`src/inc/sbc_event_pkg.sv`:
```
// Contract
// - Summary bit 3 reads 1 exactly while a wake pin flag at 64h is pending.
// - Summary bit 2 reads 1 while any transceiver flag at 63h is pending.
// - Summary bit 1 reads 1 while any supply flag at 62h is pending.
// - Summary bit 0 reads 1 while any system flag at 61h is pending.
// - Set battery start flag, system bit 4, on leaving Off after power-on.
// - Set overheat warning flag, system bit 2, above threshold; never in Sleep.
// - Set serial fault flag, system bit 1, on frames not 16, 24 or 32 bits.
// - Serial fault also on illegal mode codes or locked writes; not in Sleep.
// - Set watchdog fault, bit 0, on overflow or early trigger in Window mode.
// - A Window mode watchdog failure also issues a system reset at once.
// - Timeout overflow resets only when the watchdog fault flag was already set.
// - Set supply bit 2 when a second supply overvoltage event is captured.
// - Set supply bit 1 when a second supply undervoltage event is captured.
// - Set main undervoltage flag, supply bit 0, below 90 percent; never in Sleep.
// - Main undervoltage capture ignores the main reset threshold selection.
// - Set frame error flag, transceiver bit 5, on a selective frame error.
// - Set bus silence flag, bit 4, after silence timeout if enabled and was active.
// - Writing 1 clears a flag, 0 leaves it; host clears only seen bits.
// - Flags set only when capture enabled; power-on, watchdog, frame error always.
// - Capture while transceiver offline with main supply on forces receive pin low.
// - Capture in Sleep turns main supply on and goes Standby via Reset; the code only raises o_wake_request.
package sbc_event_pkg;
    // Register addresses on the serial port
    localparam logic [6:0] ADDR_GLOBAL  = 7'h60;
    localparam logic [6:0] ADDR_SYSTEM  = 7'h61;
    localparam logic [6:0] ADDR_SUPPLY  = 7'h62;
    localparam logic [6:0] ADDR_TRX     = 7'h63;
    // Field positions
    localparam int SUM_SYS        = 0;
    localparam int SUM_SUP        = 1;
    localparam int SUM_TRX        = 2;
    localparam int SUM_WAKE       = 3;
    localparam int SYS_WATCHDOG   = 0;
    localparam int SYS_SERIAL     = 1;
    localparam int SYS_OVERHEAT   = 2;
    localparam int SYS_BATTERY    = 4;
    localparam int SUP_MAIN_UNDER = 0;
    localparam int SUP_AUX_UNDER  = 1;
    localparam int SUP_AUX_OVER   = 2;
    localparam int TRX_SILENCE    = 4;
    localparam int TRX_FRAME_ERR  = 5;
    // Implemented bits and reset values
    localparam logic [7:0] SYS_MASK      = 8'h17;
    localparam logic [7:0] SUP_MASK      = 8'h07;
    localparam logic [7:0] TRX_MASK      = 8'h30;
    localparam logic [7:0] FLAGS_RESET   = 8'h00;
    localparam logic [7:0] READ_UNMAPPED = 8'h00;
    // Legal frame lengths in bits
    localparam logic [5:0] FRAME_LEN_A   = 6'h10;
    localparam logic [5:0] FRAME_LEN_B   = 6'h18;
    localparam logic [5:0] FRAME_LEN_C   = 6'h20;
    // Bus silence time and derived cycle count
    localparam int CLK_FREQ_KHZ     = 200000;
    localparam int SILENCE_TIME_MS  = 1;
    localparam int SILENCE_CYCLES   = SILENCE_TIME_MS * CLK_FREQ_KHZ;
    typedef enum logic [1:0] {
        WD_AUTONOMOUS = 2'b00,
        WD_TIMEOUT    = 2'b01,
        WD_WINDOW     = 2'b10,
        WD_OFF        = 2'b11
    } wd_mode_t;
endpackage

```
`src/rtl/event_flag_reg.sv`:
```
`timescale 1ns/1ps
module event_flag_reg (
    input  wire logic       i_clk_sys,
    input  wire logic       i_rst_b,
    input  wire logic [7:0] i_set,
    input  wire logic [7:0] i_clr,
    input  wire logic [7:0] i_impl_mask,
    output logic      [7:0] o_flags
);
    import sbc_event_pkg::*;
    logic [7:0] flags_ff;
    logic [7:0] nxt_flags;

    // Set beats a clear in the same cycle; unimplemented bits stay 0
    assign nxt_flags = ((flags_ff & ~i_clr) | i_set) & i_impl_mask;
    assign o_flags   = flags_ff;

    // Flag storage
    always_ff @(posedge i_clk_sys) begin
        if (!i_rst_b) begin
            flags_ff <= FLAGS_RESET;
        end else begin
            flags_ff <= nxt_flags;
        end
    end
endmodule // event_flag_reg

```
`src/rtl/serial_frame_shifter.sv`:
```
`timescale 1ns/1ps
module serial_frame_shifter (
    input  wire logic       i_clk_sys,
    input  wire logic       i_rst_b,
    input  wire logic       i_sclk,
    input  wire logic       i_csn_b,
    input  wire logic       i_sdi,
    input  wire logic [7:0] i_tx_byte,
    input  wire logic       i_tx_load,
    output logic      [7:0] o_rx_byte,
    output logic            o_byte_done,
    output logic      [5:0] o_bit_count,
    output logic            o_frame_start,
    output logic            o_frame_end,
    output logic            o_sdo,
    output logic            o_sdo_oe
);
    logic       sclk_q_ff;
    logic       csn_q_ff;
    logic [7:0] tx_sh_ff;
    wire        sel      = ~i_csn_b;
    wire        sclk_rise = ~sclk_q_ff & i_sclk;
    wire        sclk_fall = sclk_q_ff & ~i_sclk;

    // Sample on falling clock, shift out on rising clock, count saturates
    always_ff @(posedge i_clk_sys) begin
        if (!i_rst_b) begin
            sclk_q_ff     <= 1'b0;
            csn_q_ff      <= 1'b1;
            tx_sh_ff      <= 8'h00;
            o_rx_byte     <= 8'h00;
            o_byte_done   <= 1'b0;
            o_bit_count   <= 6'h00;
            o_frame_start <= 1'b0;
            o_frame_end   <= 1'b0;
            o_sdo         <= 1'b0;
            o_sdo_oe      <= 1'b0;
        end else begin
            sclk_q_ff     <= i_sclk;
            csn_q_ff      <= i_csn_b;
            o_frame_start <= csn_q_ff & ~i_csn_b;
            o_frame_end   <= ~csn_q_ff & i_csn_b;
            o_sdo_oe      <= sel;
            o_byte_done   <= sel & sclk_fall & (o_bit_count[2:0] == 3'h7);
            if (csn_q_ff & ~i_csn_b) begin
                o_bit_count <= 6'h00;
            end else if (sel & sclk_fall) begin
                o_rx_byte <= {o_rx_byte[6:0], i_sdi};
                if (o_bit_count != 6'h3F) begin
                    o_bit_count <= o_bit_count + 6'h01;
                end
            end
            if (i_tx_load) begin
                tx_sh_ff <= i_tx_byte;
            end else if (sel & sclk_rise) begin
                o_sdo    <= tx_sh_ff[7];
                tx_sh_ff <= {tx_sh_ff[6:0], 1'b0};
            end
        end
    end
endmodule // serial_frame_shifter

```
`src/rtl/sbc_event_status.sv`:
```
`timescale 1ns/1ps
module sbc_event_status #(
    parameter int P_SILENCE_CYCLES = sbc_event_pkg::SILENCE_CYCLES
) (
    input  wire logic                     i_clk_sys,
    input  wire logic                     i_rst_b,
    input  wire logic                     i_sclk,
    input  wire logic                     i_csn_b,
    input  wire logic                     i_sdi,
    output logic                          o_sdo,
    output logic                          o_sdo_oe,
    input  wire logic                     i_off_exit,
    input  wire logic                     i_sleep_mode,
    input  wire logic                     i_overtemp_warn,
    input  wire sbc_event_pkg::wd_mode_t  i_wd_mode,
    input  wire logic                     i_wd_overflow,
    input  wire logic                     i_wd_early,
    input  wire logic                     i_bad_ctrl_code,
    input  wire logic                     i_locked_write,
    input  wire logic                     i_aux_over,
    input  wire logic                     i_aux_under,
    input  wire logic                     i_main_under,
    input  wire logic                     i_frame_error,
    input  wire logic                     i_bus_active,
    input  wire logic                     i_wake_pin_pending,
    input  wire logic                     i_trx_offline,
    input  wire logic                     i_main_supply_on,
    input  wire logic                     i_en_overheat,
    input  wire logic                     i_en_serial,
    input  wire logic                     i_en_aux_over,
    input  wire logic                     i_en_aux_under,
    input  wire logic                     i_en_main_under,
    input  wire logic                     i_en_bus_silence,
    output logic                          o_sys_reset,
    output logic                          o_rxd_force_low,
    output logic                          o_wake_request
);
    import sbc_event_pkg::*;

    // Register image readback
    function automatic logic [7:0] read_reg(input logic [6:0] addr, input logic [7:0] sum,
                                            input logic [7:0] sys, input logic [7:0] sup,
                                            input logic [7:0] trx);
        logic [7:0] r;
        r = READ_UNMAPPED;
        if (addr == ADDR_GLOBAL) r = sum;
        if (addr == ADDR_SYSTEM) r = sys;
        if (addr == ADDR_SUPPLY) r = sup;
        if (addr == ADDR_TRX)    r = trx;
        return r;
    endfunction

    // Write data aimed at one register by a multi-byte frame
    function automatic logic [7:0] wr_for(input logic [6:0] reg_a, input logic [6:0] base,
                                          input logic [2:0] ndata, input logic [23:0] data);
        logic [7:0] r;
        r = 8'h00;
        for (int k = 0; k < 3; k++) begin
            if ((3'(k) < ndata) && (7'(base + 7'(k)) == reg_a)) r = r | data[8*k +: 8];
        end
        return r;
    endfunction

    // Serial front end wires
    logic [7:0] rx_byte;
    logic       byte_done;
    logic [5:0] bit_count;
    logic       frame_start;
    logic       frame_end;

    // Frame capture registers
    logic [6:0]  addr_ff;
    logic        ro_ff;
    logic [23:0] data_ff;
    logic [7:0]  tx_byte_ff;
    logic        tx_load_ff;

    // Edge detection and misc state
    logic        overtemp_q_ff;
    logic        aux_over_q_ff;
    logic        aux_under_q_ff;
    logic        main_under_q_ff;
    logic        was_active_ff;
    logic [23:0] silence_cnt_ff;
    logic [23:0] nxt_silence_cnt;
    logic        nxt_rxd_low;

    // Flag registers
    logic [7:0] sys_flags;
    logic [7:0] sup_flags;
    logic [7:0] trx_flags;
    logic [7:0] sys_set;
    logic [7:0] sup_set;
    logic [7:0] trx_set;
    logic [7:0] sys_clr;
    logic [7:0] sup_clr;
    logic [7:0] trx_clr;
    logic [7:0] global_sum;

    serial_frame_shifter u_shifter (
        .i_clk_sys     (i_clk_sys),
        .i_rst_b       (i_rst_b),
        .i_sclk        (i_sclk),
        .i_csn_b       (i_csn_b),
        .i_sdi         (i_sdi),
        .i_tx_byte     (tx_byte_ff),
        .i_tx_load     (tx_load_ff),
        .o_rx_byte     (rx_byte),
        .o_byte_done   (byte_done),
        .o_bit_count   (bit_count),
        .o_frame_start (frame_start),
        .o_frame_end   (frame_end),
        .o_sdo         (o_sdo),
        .o_sdo_oe      (o_sdo_oe)
    );

    // Frame decode: byte index, read address, length check
    wire [2:0] byte_idx = bit_count[5:3];
    wire [2:0] ndata    = (bit_count[5:3] == 3'h0) ? 3'h0 : 3'(bit_count[5:3] - 3'h1);
    wire [6:0] rd_base  = (byte_idx == 3'h1) ? rx_byte[7:1] : addr_ff;
    wire [6:0] rd_addr  = 7'(rd_base + 7'(byte_idx) - 7'h01);
    wire       len_ok   = (bit_count == FRAME_LEN_A) | (bit_count == FRAME_LEN_B)
                        | (bit_count == FRAME_LEN_C);
    wire       wr_commit = frame_end & len_ok & ~ro_ff;
    wire       bad_len   = frame_end & ~len_ok;

    // Summary is a live OR of each flag register; wake pin summary is passed in
    assign global_sum = {4'h0, i_wake_pin_pending, |trx_flags, |sup_flags, |sys_flags};

    // Edge detected events
    wire overtemp_rise   = i_overtemp_warn & ~overtemp_q_ff;
    wire aux_over_rise   = i_aux_over & ~aux_over_q_ff;
    wire aux_under_rise  = i_aux_under & ~aux_under_q_ff;
    wire main_under_rise = i_main_under & ~main_under_q_ff;

    // Watchdog failures and serial fault
    wire wd_win_fail  = (i_wd_mode == WD_WINDOW) & (i_wd_overflow | i_wd_early);
    wire wd_tout_fail = (i_wd_mode == WD_TIMEOUT) & i_wd_overflow;
    wire serial_fault = ~i_sleep_mode & i_en_serial
                      & (bad_len | i_bad_ctrl_code | i_locked_write);

    // Bus silence timeout: counts idle cycles only after activity was seen
    wire silence_run  = i_en_bus_silence & was_active_ff & ~i_bus_active;
    wire silence_hit  = silence_run & (silence_cnt_ff == 24'(P_SILENCE_CYCLES - 1));
    assign nxt_silence_cnt = silence_run ? 24'(silence_cnt_ff + 24'h000001) : 24'h000000;

    // System event sets
    always_comb begin
        sys_set                = 8'h00;
        sys_set[SYS_BATTERY]   = i_off_exit;
        sys_set[SYS_OVERHEAT]  = overtemp_rise & ~i_sleep_mode & i_en_overheat;
        sys_set[SYS_SERIAL]    = serial_fault;
        sys_set[SYS_WATCHDOG]  = wd_win_fail | wd_tout_fail;
    end

    // Supply event sets; the reset threshold choice has no say here
    always_comb begin
        sup_set                 = 8'h00;
        sup_set[SUP_AUX_OVER]   = aux_over_rise & i_en_aux_over;
        sup_set[SUP_AUX_UNDER]  = aux_under_rise & i_en_aux_under;
        sup_set[SUP_MAIN_UNDER] = main_under_rise & i_main_supply_on & ~i_sleep_mode
                                & i_en_main_under;
    end

    // Transceiver event sets
    always_comb begin
        trx_set                = 8'h00;
        trx_set[TRX_FRAME_ERR] = i_frame_error;
        trx_set[TRX_SILENCE]   = silence_hit;
    end

    // Write-one-to-clear from a committed frame; summary address takes no write
    assign sys_clr = wr_commit ? wr_for(ADDR_SYSTEM, addr_ff, ndata, data_ff) : 8'h00;
    assign sup_clr = wr_commit ? wr_for(ADDR_SUPPLY, addr_ff, ndata, data_ff) : 8'h00;
    assign trx_clr = wr_commit ? wr_for(ADDR_TRX, addr_ff, ndata, data_ff) : 8'h00;

    // Receive pin stays low from a capture until nothing is pending, while offline with main supply on
    wire any_set     = |{sys_set, sup_set, trx_set};
    wire any_pending = |global_sum;
    assign nxt_rxd_low = i_trx_offline & i_main_supply_on
                       & ((any_set) | (o_rxd_force_low & any_pending));

    event_flag_reg u_sys_flags (
        .i_clk_sys   (i_clk_sys),
        .i_rst_b     (i_rst_b),
        .i_set       (sys_set),
        .i_clr       (sys_clr),
        .i_impl_mask (SYS_MASK),
        .o_flags     (sys_flags)
    );

    event_flag_reg u_sup_flags (
        .i_clk_sys   (i_clk_sys),
        .i_rst_b     (i_rst_b),
        .i_set       (sup_set),
        .i_clr       (sup_clr),
        .i_impl_mask (SUP_MASK),
        .o_flags     (sup_flags)
    );

    event_flag_reg u_trx_flags (
        .i_clk_sys   (i_clk_sys),
        .i_rst_b     (i_rst_b),
        .i_set       (trx_set),
        .i_clr       (trx_clr),
        .i_impl_mask (TRX_MASK),
        .o_flags     (trx_flags)
    );

    // Frame bytes: address byte first, then up to three data bytes
    always_ff @(posedge i_clk_sys) begin
        if (!i_rst_b) begin
            addr_ff <= 7'h00;
            ro_ff   <= 1'b1;
            data_ff <= 24'h000000;
        end else if (byte_done) begin
            case (byte_idx)
                3'h1: begin
                    addr_ff <= rx_byte[7:1];
                    ro_ff   <= rx_byte[0];
                end
                3'h2: data_ff[7:0]   <= rx_byte;
                3'h3: data_ff[15:8]  <= rx_byte;
                3'h4: data_ff[23:16] <= rx_byte;
                default: data_ff <= data_ff;
            endcase
        end
    end

    // Next byte to shift out: zero during the address byte, then register images
    always_ff @(posedge i_clk_sys) begin
        if (!i_rst_b) begin
            tx_load_ff <= 1'b0;
            tx_byte_ff <= 8'h00;
        end else begin
            tx_load_ff <= frame_start | byte_done;
            tx_byte_ff <= frame_start ? 8'h00
                        : read_reg(rd_addr, global_sum, sys_flags, sup_flags, trx_flags);
        end
    end

    // Input edge history and bus silence tracking
    always_ff @(posedge i_clk_sys) begin
        if (!i_rst_b) begin
            overtemp_q_ff   <= 1'b0;
            aux_over_q_ff   <= 1'b0;
            aux_under_q_ff  <= 1'b0;
            main_under_q_ff <= 1'b0;
            was_active_ff   <= 1'b0;
            silence_cnt_ff  <= 24'h000000;
        end else begin
            overtemp_q_ff   <= i_overtemp_warn;
            aux_over_q_ff   <= i_aux_over;
            aux_under_q_ff  <= i_aux_under;
            main_under_q_ff <= i_main_under;
            was_active_ff   <= i_bus_active | (was_active_ff & ~silence_hit);
            silence_cnt_ff  <= nxt_silence_cnt;
        end
    end

    // Reset request, receive pin hold and wake request
    always_ff @(posedge i_clk_sys) begin
        if (!i_rst_b) begin
            o_sys_reset     <= 1'b0;
            o_rxd_force_low <= 1'b0;
            o_wake_request  <= 1'b0;
        end else begin
            o_sys_reset     <= wd_win_fail | (wd_tout_fail & sys_flags[SYS_WATCHDOG]);
            o_rxd_force_low <= nxt_rxd_low;
            o_wake_request  <= any_set & i_sleep_mode;
        end
    end
endmodule // sbc_event_status

```
`config.mk`:
```
export PLATFORM = sky130hd
export DESIGN_NAME = sbc_event_status
export DESIGN_NICKNAME = d
export VERILOG_FILES = /design/src/inc/sbc_event_pkg.sv /design/src/rtl/event_flag_reg.sv /design/src/rtl/serial_frame_shifter.sv /design/src/rtl/sbc_event_status.sv
export SDC_FILE = /design/constraint.sdc
export NUM_CORES = 1
export LEC_CHECK = 0
export ABC_AREA = 1
export BUFFER_PORTS_ARGS = -buffer_cell sky130_fd_sc_hd__buf_2
export CORE_MARGIN = 2
export CORE_UTILIZATION = 40
export DETAILED_ROUTE_END_ITERATION = 7
export PLACE_DENSITY = 0.66
export SYNTH_ARGS = -nofsm -noshare
export SYNTH_HDL_FRONTEND = slang
export SYNTH_SLANG_ARGS = --single-unit
export TNS_END_PERCENT = 10
```
`constraint.sdc`:
```
create_clock -name i_clk_sys -period 3.5 [get_ports i_clk_sys]
set_input_delay 0.175 -clock i_clk_sys [delete_from_list [all_inputs] [get_ports i_clk_sys]]
set_output_delay 0.175 -clock i_clk_sys [all_outputs]
set_load 0.05 [all_outputs]
```
== Yosys cells after proc, flatten, opt, wreduce, memory -nomap -nowiden ==
Cells that the tools add are included.
Cells by class
  add/subtract/negate cells: 7
  $lt $le $gt $ge: 3
  equal/unequal tests: 25
  multiplexer cells: 20
  bitwise gates (word level): 75
  reductions and logical operators: 26
Operator list (number)
  $eq 7x7->1 const B: 13
  $and 1x1->1: 34
  $mux 8: 4
  $mux 5: 5
  $reduce_or 25->1: 1
  $add 24x1->24 const B: 1
  $eq 24x18->1 const B: 1
  $mux 6: 4
  $reduce_or 8->1: 3
  $or 6x6->6: 3
  $not 1->1: 16
  $reduce_and 2->1: 8
  $mux 3: 5
  $or 5x5->5: 3
  $eq 6x5->1 const B: 2
  $or 1x1->1: 10
  $logic_and 1x1->1: 9
  $or 3x3->3: 3
  $reduce_or 9->1: 1
  $add 7x1->7 const B: 1
  $add 7x2->7 const B: 1
  $add 7x3->7: 1
  $mux 7: 1
  $sub 7x1->7 const B: 1
  21 further kinds: 25
Storage, ports and cells
  bits in registers: 105

== Longest topological paths before layout ==
Gate-level depths: netlist of run 1.
  depth after elaboration: 13
  gate-level depth with buffers: 20
  depth with buffers taken out: 19

== Cells and area by module ==
Synthesis of run 1 repeated with hierarchy kept, for this count alone.
Unflattened totals
  cell total of the unflattened synthesis: 1079
  area total of the unflattened synthesis: 7163.1 µm²
By module, submodules not included
  sbc_event_status: times used 1, cells each 759, area each 4833.4 µm²
  serial_frame_shifter: times used 1, cells each 173, area each 1244.9 µm²
  event_flag_reg: times used 3, cells each 49, area each 361.6 µm²

== Least setup slack after synthesis of run 1 ==
Ideal clock, no wire load.
  path kind: flip-flop to flip-flop
  start point: register u_shifter.o_bit_count[5]
  end point: register tx_byte_ff[0]
  setup time: 0.109 ns
  arrival time: 2.766 ns
  required time: 3.391 ns
  slack: 0.625 ns
  stages on the path, launching flop included: 18
  period minus slack after synthesis: 2.875 ns
  cell sequence: dfxtp_1 -> nor2_4 -> nand2_4 -> clkbuf_1 -> mux2i_1 -> xor2_1 -> ha_1 -> fa_1 -> nand3_1 -> nand2_1 -> xor2_1 -> nand2_1 -> inv_1 -> nand3_2 -> nand2_2 -> nor2_1 -> nand2_1 -> inv_1
Between the ends
  cells in the longest elaborated chain, start to end: 9
Ends and longest elaborated chain
  from (decl): RTL line serial_frame_shifter.sv:12  | output logic [5:0] o_bit_count,
  from (signal assigned): RTL line serial_frame_shifter.sv:50  | o_bit_count <= o_bit_count + 6'h01;
  $eq 3x1->1: RTL line sbc_event_status.sv:120  | wire [6:0] rd_base = (byte_idx == 3'h1) ? rx_byte[7:1] : addr_ff;
  $mux 7
  $add 7x3->7 *: RTL line sbc_event_status.sv:121  | wire [6:0] rd_addr = 7'(rd_base + 7'(byte_idx) - 7'h01);
  $sub 7x1->7 *: RTL line sbc_event_status.sv:121
  $eq 7x7->1: RTL line sbc_event_status.sv:46  | if (addr == ADDR_GLOBAL) r = sum;
  $mux 4: RTL line sbc_event_status.sv:46
  $mux 5: RTL line sbc_event_status.sv:47  | if (addr == ADDR_SYSTEM) r = sys;
  $mux 8: RTL line sbc_event_status.sv:48  | if (addr == ADDR_SUPPLY) r = sup;
  $mux 8 *: RTL line sbc_event_status.sv:49  | if (addr == ADDR_TRX) r = trx;
  to (signal assigned): RTL line sbc_event_status.sv:237  | tx_byte_ff <= frame_start ? 8'h00
  to (decl): RTL line sbc_event_status.sv:75  | logic [7:0] tx_byte_ff;
Every way passes the cells marked *; elsewhere a longest branch is shown, timed or not.
A chain may end at the register's enable or synchronous reset.

== Worst setup path in the final report of run 1 ==
  start point: register u_shifter.o_bit_count[5]
  end point: register tx_byte_ff[1]
Same word-level chain as after synthesis.

==> reports/results.ini, run 1 <==
[status]
outcome = completed

[clock_network]
post_cts_resized = 0
cts.clk_slew.worst_paths_ps = 70
numClockSinks = 100
holdBufCountCts = 2
clock_path_buffers = 2
cts_tree = yes
ctsRootBufferMaster = clkbuf_16
numCtsBuffers = 9
h-tree-depth = 3
post_cts_buffers = 0
clk_latency_ps = 360

[timing]
tightest_slew_ps = 648
slew_viol_final = 0
finalCritPeriodShare_pct = 83.4
skew_ps = 8.02
rsz0062_at_grt = false
finalCriticalPeriod_ps = 2920
fin_setup_tns_ps = 0
finalSetupViolCount = 0
relSlewSlack_pct = 56.5
clock.fmax_ghz = 0.342
setup_ws_ps = 579
hold_viol_final = 0

[synthesis]
synth_warnings = 0
ys_ff_latch = 100
post_synth_num_cell_types = 40
ys_seq_area_share_pct = 39.4
synthCells = 729
syn_area_per_cell_sq_um = 6.96
async_reset_ff_share_pct = 0
syn-cell-area_sq_um = 5080
synth_most_common_cell = nand2_1
synth_area_leaders = dfxtp_1 39%, nand2_1 9.8%, inv_1 7.2%
synth_top_area_share_pct = 39.4
syn-num-nets = 773
synth_top_area_cell = dfxtp_1
ys_top_cells_by_count = 133 x nand2_1, 100 x dfxtp_1, 98 x inv_1, 98 x nor2_1, 52 x o21ai_0
synth_flop_cell = dfxtp_1
synth-edff-count = 0

[placement]
gp_congestion = 0.909
dp_slack_ps = 608
dp_cells = 924
port_buffers = 32
dpl.hpwl_um = 9000

[floorplanning]
pin_count = 33
die_h_um = 117
die_w_um = 117
dieArea_sq_um = 13600
rows = 41
initial_core_util_pct = 40.6
core_sq_um = 12500

[worst_hold_path]
hp-class = input port to register

[grt]
busiest_layer = met2
grt.total_usage_pct = 19.0
grt_pass1_vias = 4073
grt_max_degree = 42
grt_use_met1_pct = 26.4
grt_use_met2_pct = 27.9
grt-ovfl-total = 0
met3_usage_pct = 5.09
antenna_found_initial = 0
grt_pass1_wl_um = 20100

[routing]
drt_iter0_markers = 383
wl_per_cell_um = 12.9
wl_um = 12100
drcViolationCount = 0
ant_nets = 0
num_vias = 4611
firstDrtPassIters = 6
vias_per_cell = 4.89

[power_and_ir_drop]
leakagePower_uw = 0.00242
total_power_uw = 2230
vdd_drop_max_mv = 0.229
power_density_nw_per_um2 = 389

[cells_and_area]
fin_cells = 942
nets = 809
diodes = 0
fin_util_pct = 45.8
syn2layout_area_growth_pct = 12.8
drive_gt1_share_pct = 10.6

[worst_setup_path]
path_class = register to register
endpoint_kind = register
crit_fanout = 17
startpoint_type = register
arrival_ps = 3180
required_ps = 3760

[flow_run]
max-cap-violations = 0

## logic make-up after synthesis
logic type	Yosys count	synth area share [%]
xor+xnor	7	1.21
flops	100	39.4
mux	1	0.197
fa+ha+maj	16	4.09
buf+inv	113	8.40
simple gates	369	33.7
compound gates	123	13.0
## final timing paths
path / startpoint / end / slack [ps] / cells past startpoint
worst max-delay path: u_shifter.o_bit_count[5] / tx_byte_ff[1] / 580 / 16
worst min-delay path: i_aux_under / aux_under_q_ff / 7 / 3
worst max register to register: u_shifter.o_bit_count[5] / tx_byte_ff[1] / 580 / 16
worst min register to register: u_shifter.csn_q_ff / u_shifter.o_frame_end / 450 / 1
## report_power, final
group	switching, uW	internal, uW	total, uW
Combinational	65.3	37.9	103
Sequential	13.7	1160	1170
Clock	463	493	956
Total	542	1690	2230
## worst max-delay path, stage by stage, from the launching register on
cell	delay, ps
dfxtp_1	510
nor2_4	70
nand2_4	160
mux2i_1	340
xor2_1	120
ha_1	250
fa_1	420
nand3_1	90
nand2_1	60
xor2_1	120
nand2_1	110
inv_1	190
nand3_2	130
nand2_2	100
nor2_1	50
nand2_1	60
inv_1	30
## state kept, by name, indices dropped and copies added (netlist names), 2 cells and up
| register | cells |
|---|---|
| data_ff | 15 |
| u_trx_flags.o_flags | 2 |
| u_shifter.o_rx_byte | 8 |
| u_sup_flags.o_flags | 3 |
| u_shifter.o_bit_count | 6 |
| silence_cnt_ff | 24 |
| u_shifter.tx_sh_ff | 8 |
| u_sys_flags.o_flags | 4 |
| addr_ff | 7 |
| tx_byte_ff | 6 |
## routing by layer
metal / share of wire (%) / vias to the layer above / routed length [um]
met2: 44 / 81 / 5320
met3: 4.0 / 23 / 487
met4: 3.0 / 0 / 362
met1: 49 / 2045 / 5940
li1: - / 2462 / -
met5: 0 / - / 0
## layout by cell type (no fill, tap or decap), drive strengths merged, types with 3 or more instances in the layout
cell / Yosys / layout
or2: 6 / 6
a21oi: 51 / 51
xor2: 5 / 5
clkbuf: 9 / 9
a31oi: 3 / 3
ha: 15 / 15
nand3: 52 / 52
nor3b: 5 / 5
nand3b: 4 / 4
nand4: 28 / 28
nor4: 4 / 4
dfxtp: 100 / 100
clkinv: 1 / 4
inv: 101 / 103
nor3: 24 / 24
o21ai: 60 / 60
nand2: 140 / 140
buf: 2 / 34
a211oi: 4 / 4
nor2: 106 / 106
## per-stage QoR
step	instance area, sq um	hold slack (ps)
2_1_floorplan	5080	259
3_3_place_gp	5420	368
3_5_place_dp	5420	373
4_1_cts	5730	0.475
5_1_grt	5730	8.00
6_report	5730	7.23
## area by class of cell
cell class | count | area (sq um)
clock buffer | 9 | 225
clock inverter | 7 | 60.1
fill | 1310 | 6790
multi-input combinational | 516 | 2650
sequential | 100 | 2000
timing repair buffer | 36 | 195
inverter | 102 | 383
tap | 172 | 215
Power figures use the tool's default switching activity.
==> run 2, diff against run 1 <==
clock period = 2.9 ns   (was 3.5 ns; I/O delays follow)
==> reports/results.ini, run 2 (same netlist as run 1, synthesis figures left out) <==
[status]
outcome = completed

[power_and_ir_drop]
pwr-share-clk_pct = 41.2
p_sw_share_pct = 22.9
switchingPower_uw = 599
power_density_nw_per_um2 = 452
total_power_uw = 2620
comb_power_share_pct = 4.9
p_int_uw = 2020
leakagePower_uw = 0.00245
vdd_drop_max_mv = 0.289
seqPwrFrac_pct = 53.9

[worst_setup_path]
endpoint_kind = register
crit_fanout = 7
required_ps = 3140
path_buf_inv = 4
cp_top_family = adder cells
startpoint_type = register
cp_slowest_stage_delay_ps = 460
path_class = register to register
cp_cell_sequence = inv_1, nand2_1, o21ai_0, ha_1, inv_1, fa_1, nand3_1, nand2_1, xor2_1, nand2_1, inv_2, nand3_4, nor2_1, nor2_1, nand2_1, inv_1
arrival_ps = 2910
path_common_cell = nand2_1
cpMaxStageDelayCell = fa_1

[cells_and_area]
syn2layout_area_growth_pct = 14.3
largest-register = silence_cnt_ff
diodes = 0
top_regs = silence_cnt_ff (24), data_ff (15)
nets = 818
layout_commonest_cell = nand2_1
layout_common_cells = 133 x nand2_1, 100 x dfxtp_1, 98 x nor2_1
fin_cells = 950
drive_gt1_share_pct = 11.7
largest_register_ff_count = 24
fin_util_pct = 46.4

[routing]
drcViolationCount = 0
ant_nets = 0
vias_per_cell = 4.99
drt_iter0_markers = 358
firstDrtPassIters = 6
wl_um = 12300
num_vias = 4738
wl_per_cell_um = 13.0

[placement]
gp_congestion = 0.897
dp_slack_ps = 217
dp_cells = 930
port_buffers = 32
dpl.hpwl_um = 9270

[timing]
slew_viol_final = 0
finalCriticalPeriod_ps = 2660
fin_setup_tns_ps = 0
clock.fmax_ghz = 0.375
setup_ws_ps = 237
finalSetupViolCount = 0
skew_ps = 7.40
relSlewSlack_pct = 61.0
hold_viol_final = 0
rsz0062_at_grt = false
tightest_slew_ps = 581
finalCritPeriodShare_pct = 91.8

[floorplanning]
die_h_um = 117
initial_core_util_pct = 40.6
core_sq_um = 12500
pin_count = 33
rows = 41
dieArea_sq_um = 13600
die_w_um = 117

[grt]
antenna_found_initial = 0
grt-ovfl-total = 0
grt.total_usage_pct = 19.0
grt_pass1_vias = 4300
grt_pass1_wl_um = 20300
grt_max_degree = 42

[clock_network]
clk_latency_ps = 340
post_cts_buffers = 0
clock_path_buffers = 2
cts_tree = yes
ctsRootBufferMaster = clkbuf_16
cts.clk_slew.worst_paths_ps = 60
numClockSinks = 100
h-tree-depth = 3
numCtsBuffers = 9

[flow_run]
max-cap-violations = 0

[worst_hold_path]
hp-class = input port to register

[run 2: final cells by class]
class                      count  area [sq um]
clock buffer                  11           233
timing repair buffer          45           270
sequential                   100          2000
multi-input combinational    516          2670
inverter                     102           383
clock inverter                 4          26.3
fill                        1334          6720
tap                          172           215
[run 2: path summary, 6_finish.rpt]
check                          from             endpoint  slack (ps)  cells after the start
setup / recovery         addr_ff[2]        tx_byte_ff[1]         240                     16
hold / removal               i_sclk  u_shifter.sclk_q_ff          30                      3
setup reg to reg         addr_ff[2]        tx_byte_ff[1]         240                     16
hold reg to reg   silence_cnt_ff[0]    silence_cnt_ff[0]         450                      1
[run 2: through the flow]
step	cell area, sq um	hold slack, ps
floorplan	5080	229
global placement	5470	339
detailed placement	5470	343
CTS	5780	11.7
global route	5800	33.2
finish	5800	33.3
[run 2: worst reg2reg max path, stage by stage (launching register included)]
cell and delay (ps):
dfxtp_1 440, inv_1 130, nand2_1 80, o21ai_0 140, ha_1 320, inv_1 70, fa_1 460, nand3_1 90
nand2_1 60, xor2_1 140, nand2_1 130, inv_2 130, nand3_4 110, nor2_1 120, nor2_1 50, nand2_1 60
inv_1 40
[run 2: per-layer routing]
metal  share of wire [%]  wire length, um  track usage [%]
met5                   0                0                0
met4                 1.9              228             5.80
met3                 4.3              523             4.62
met2                  45             5560             30.9
met1                  49             6000             24.9
[run 2: power by group through the flow]
stage / combinational, uW / sequential, uW / clock, uW
2_1_floorplan: 68.1 / 1450 / 0
3_3_place_gp: 122 / 1440 / 0
3_5_place_dp: 123 / 1440 / 0
4_1_cts: 128 / 1410 / 1120
5_1_grt: 144 / 1410 / 1170
6_report: 128 / 1410 / 1080
[run 2: timing repair]
action,4_1_cts,5_1_grt
hold buffers,5,0
setup endpoints to repair,0,3
endpoints found under the hold margin,5,0
resized for setup,0,7
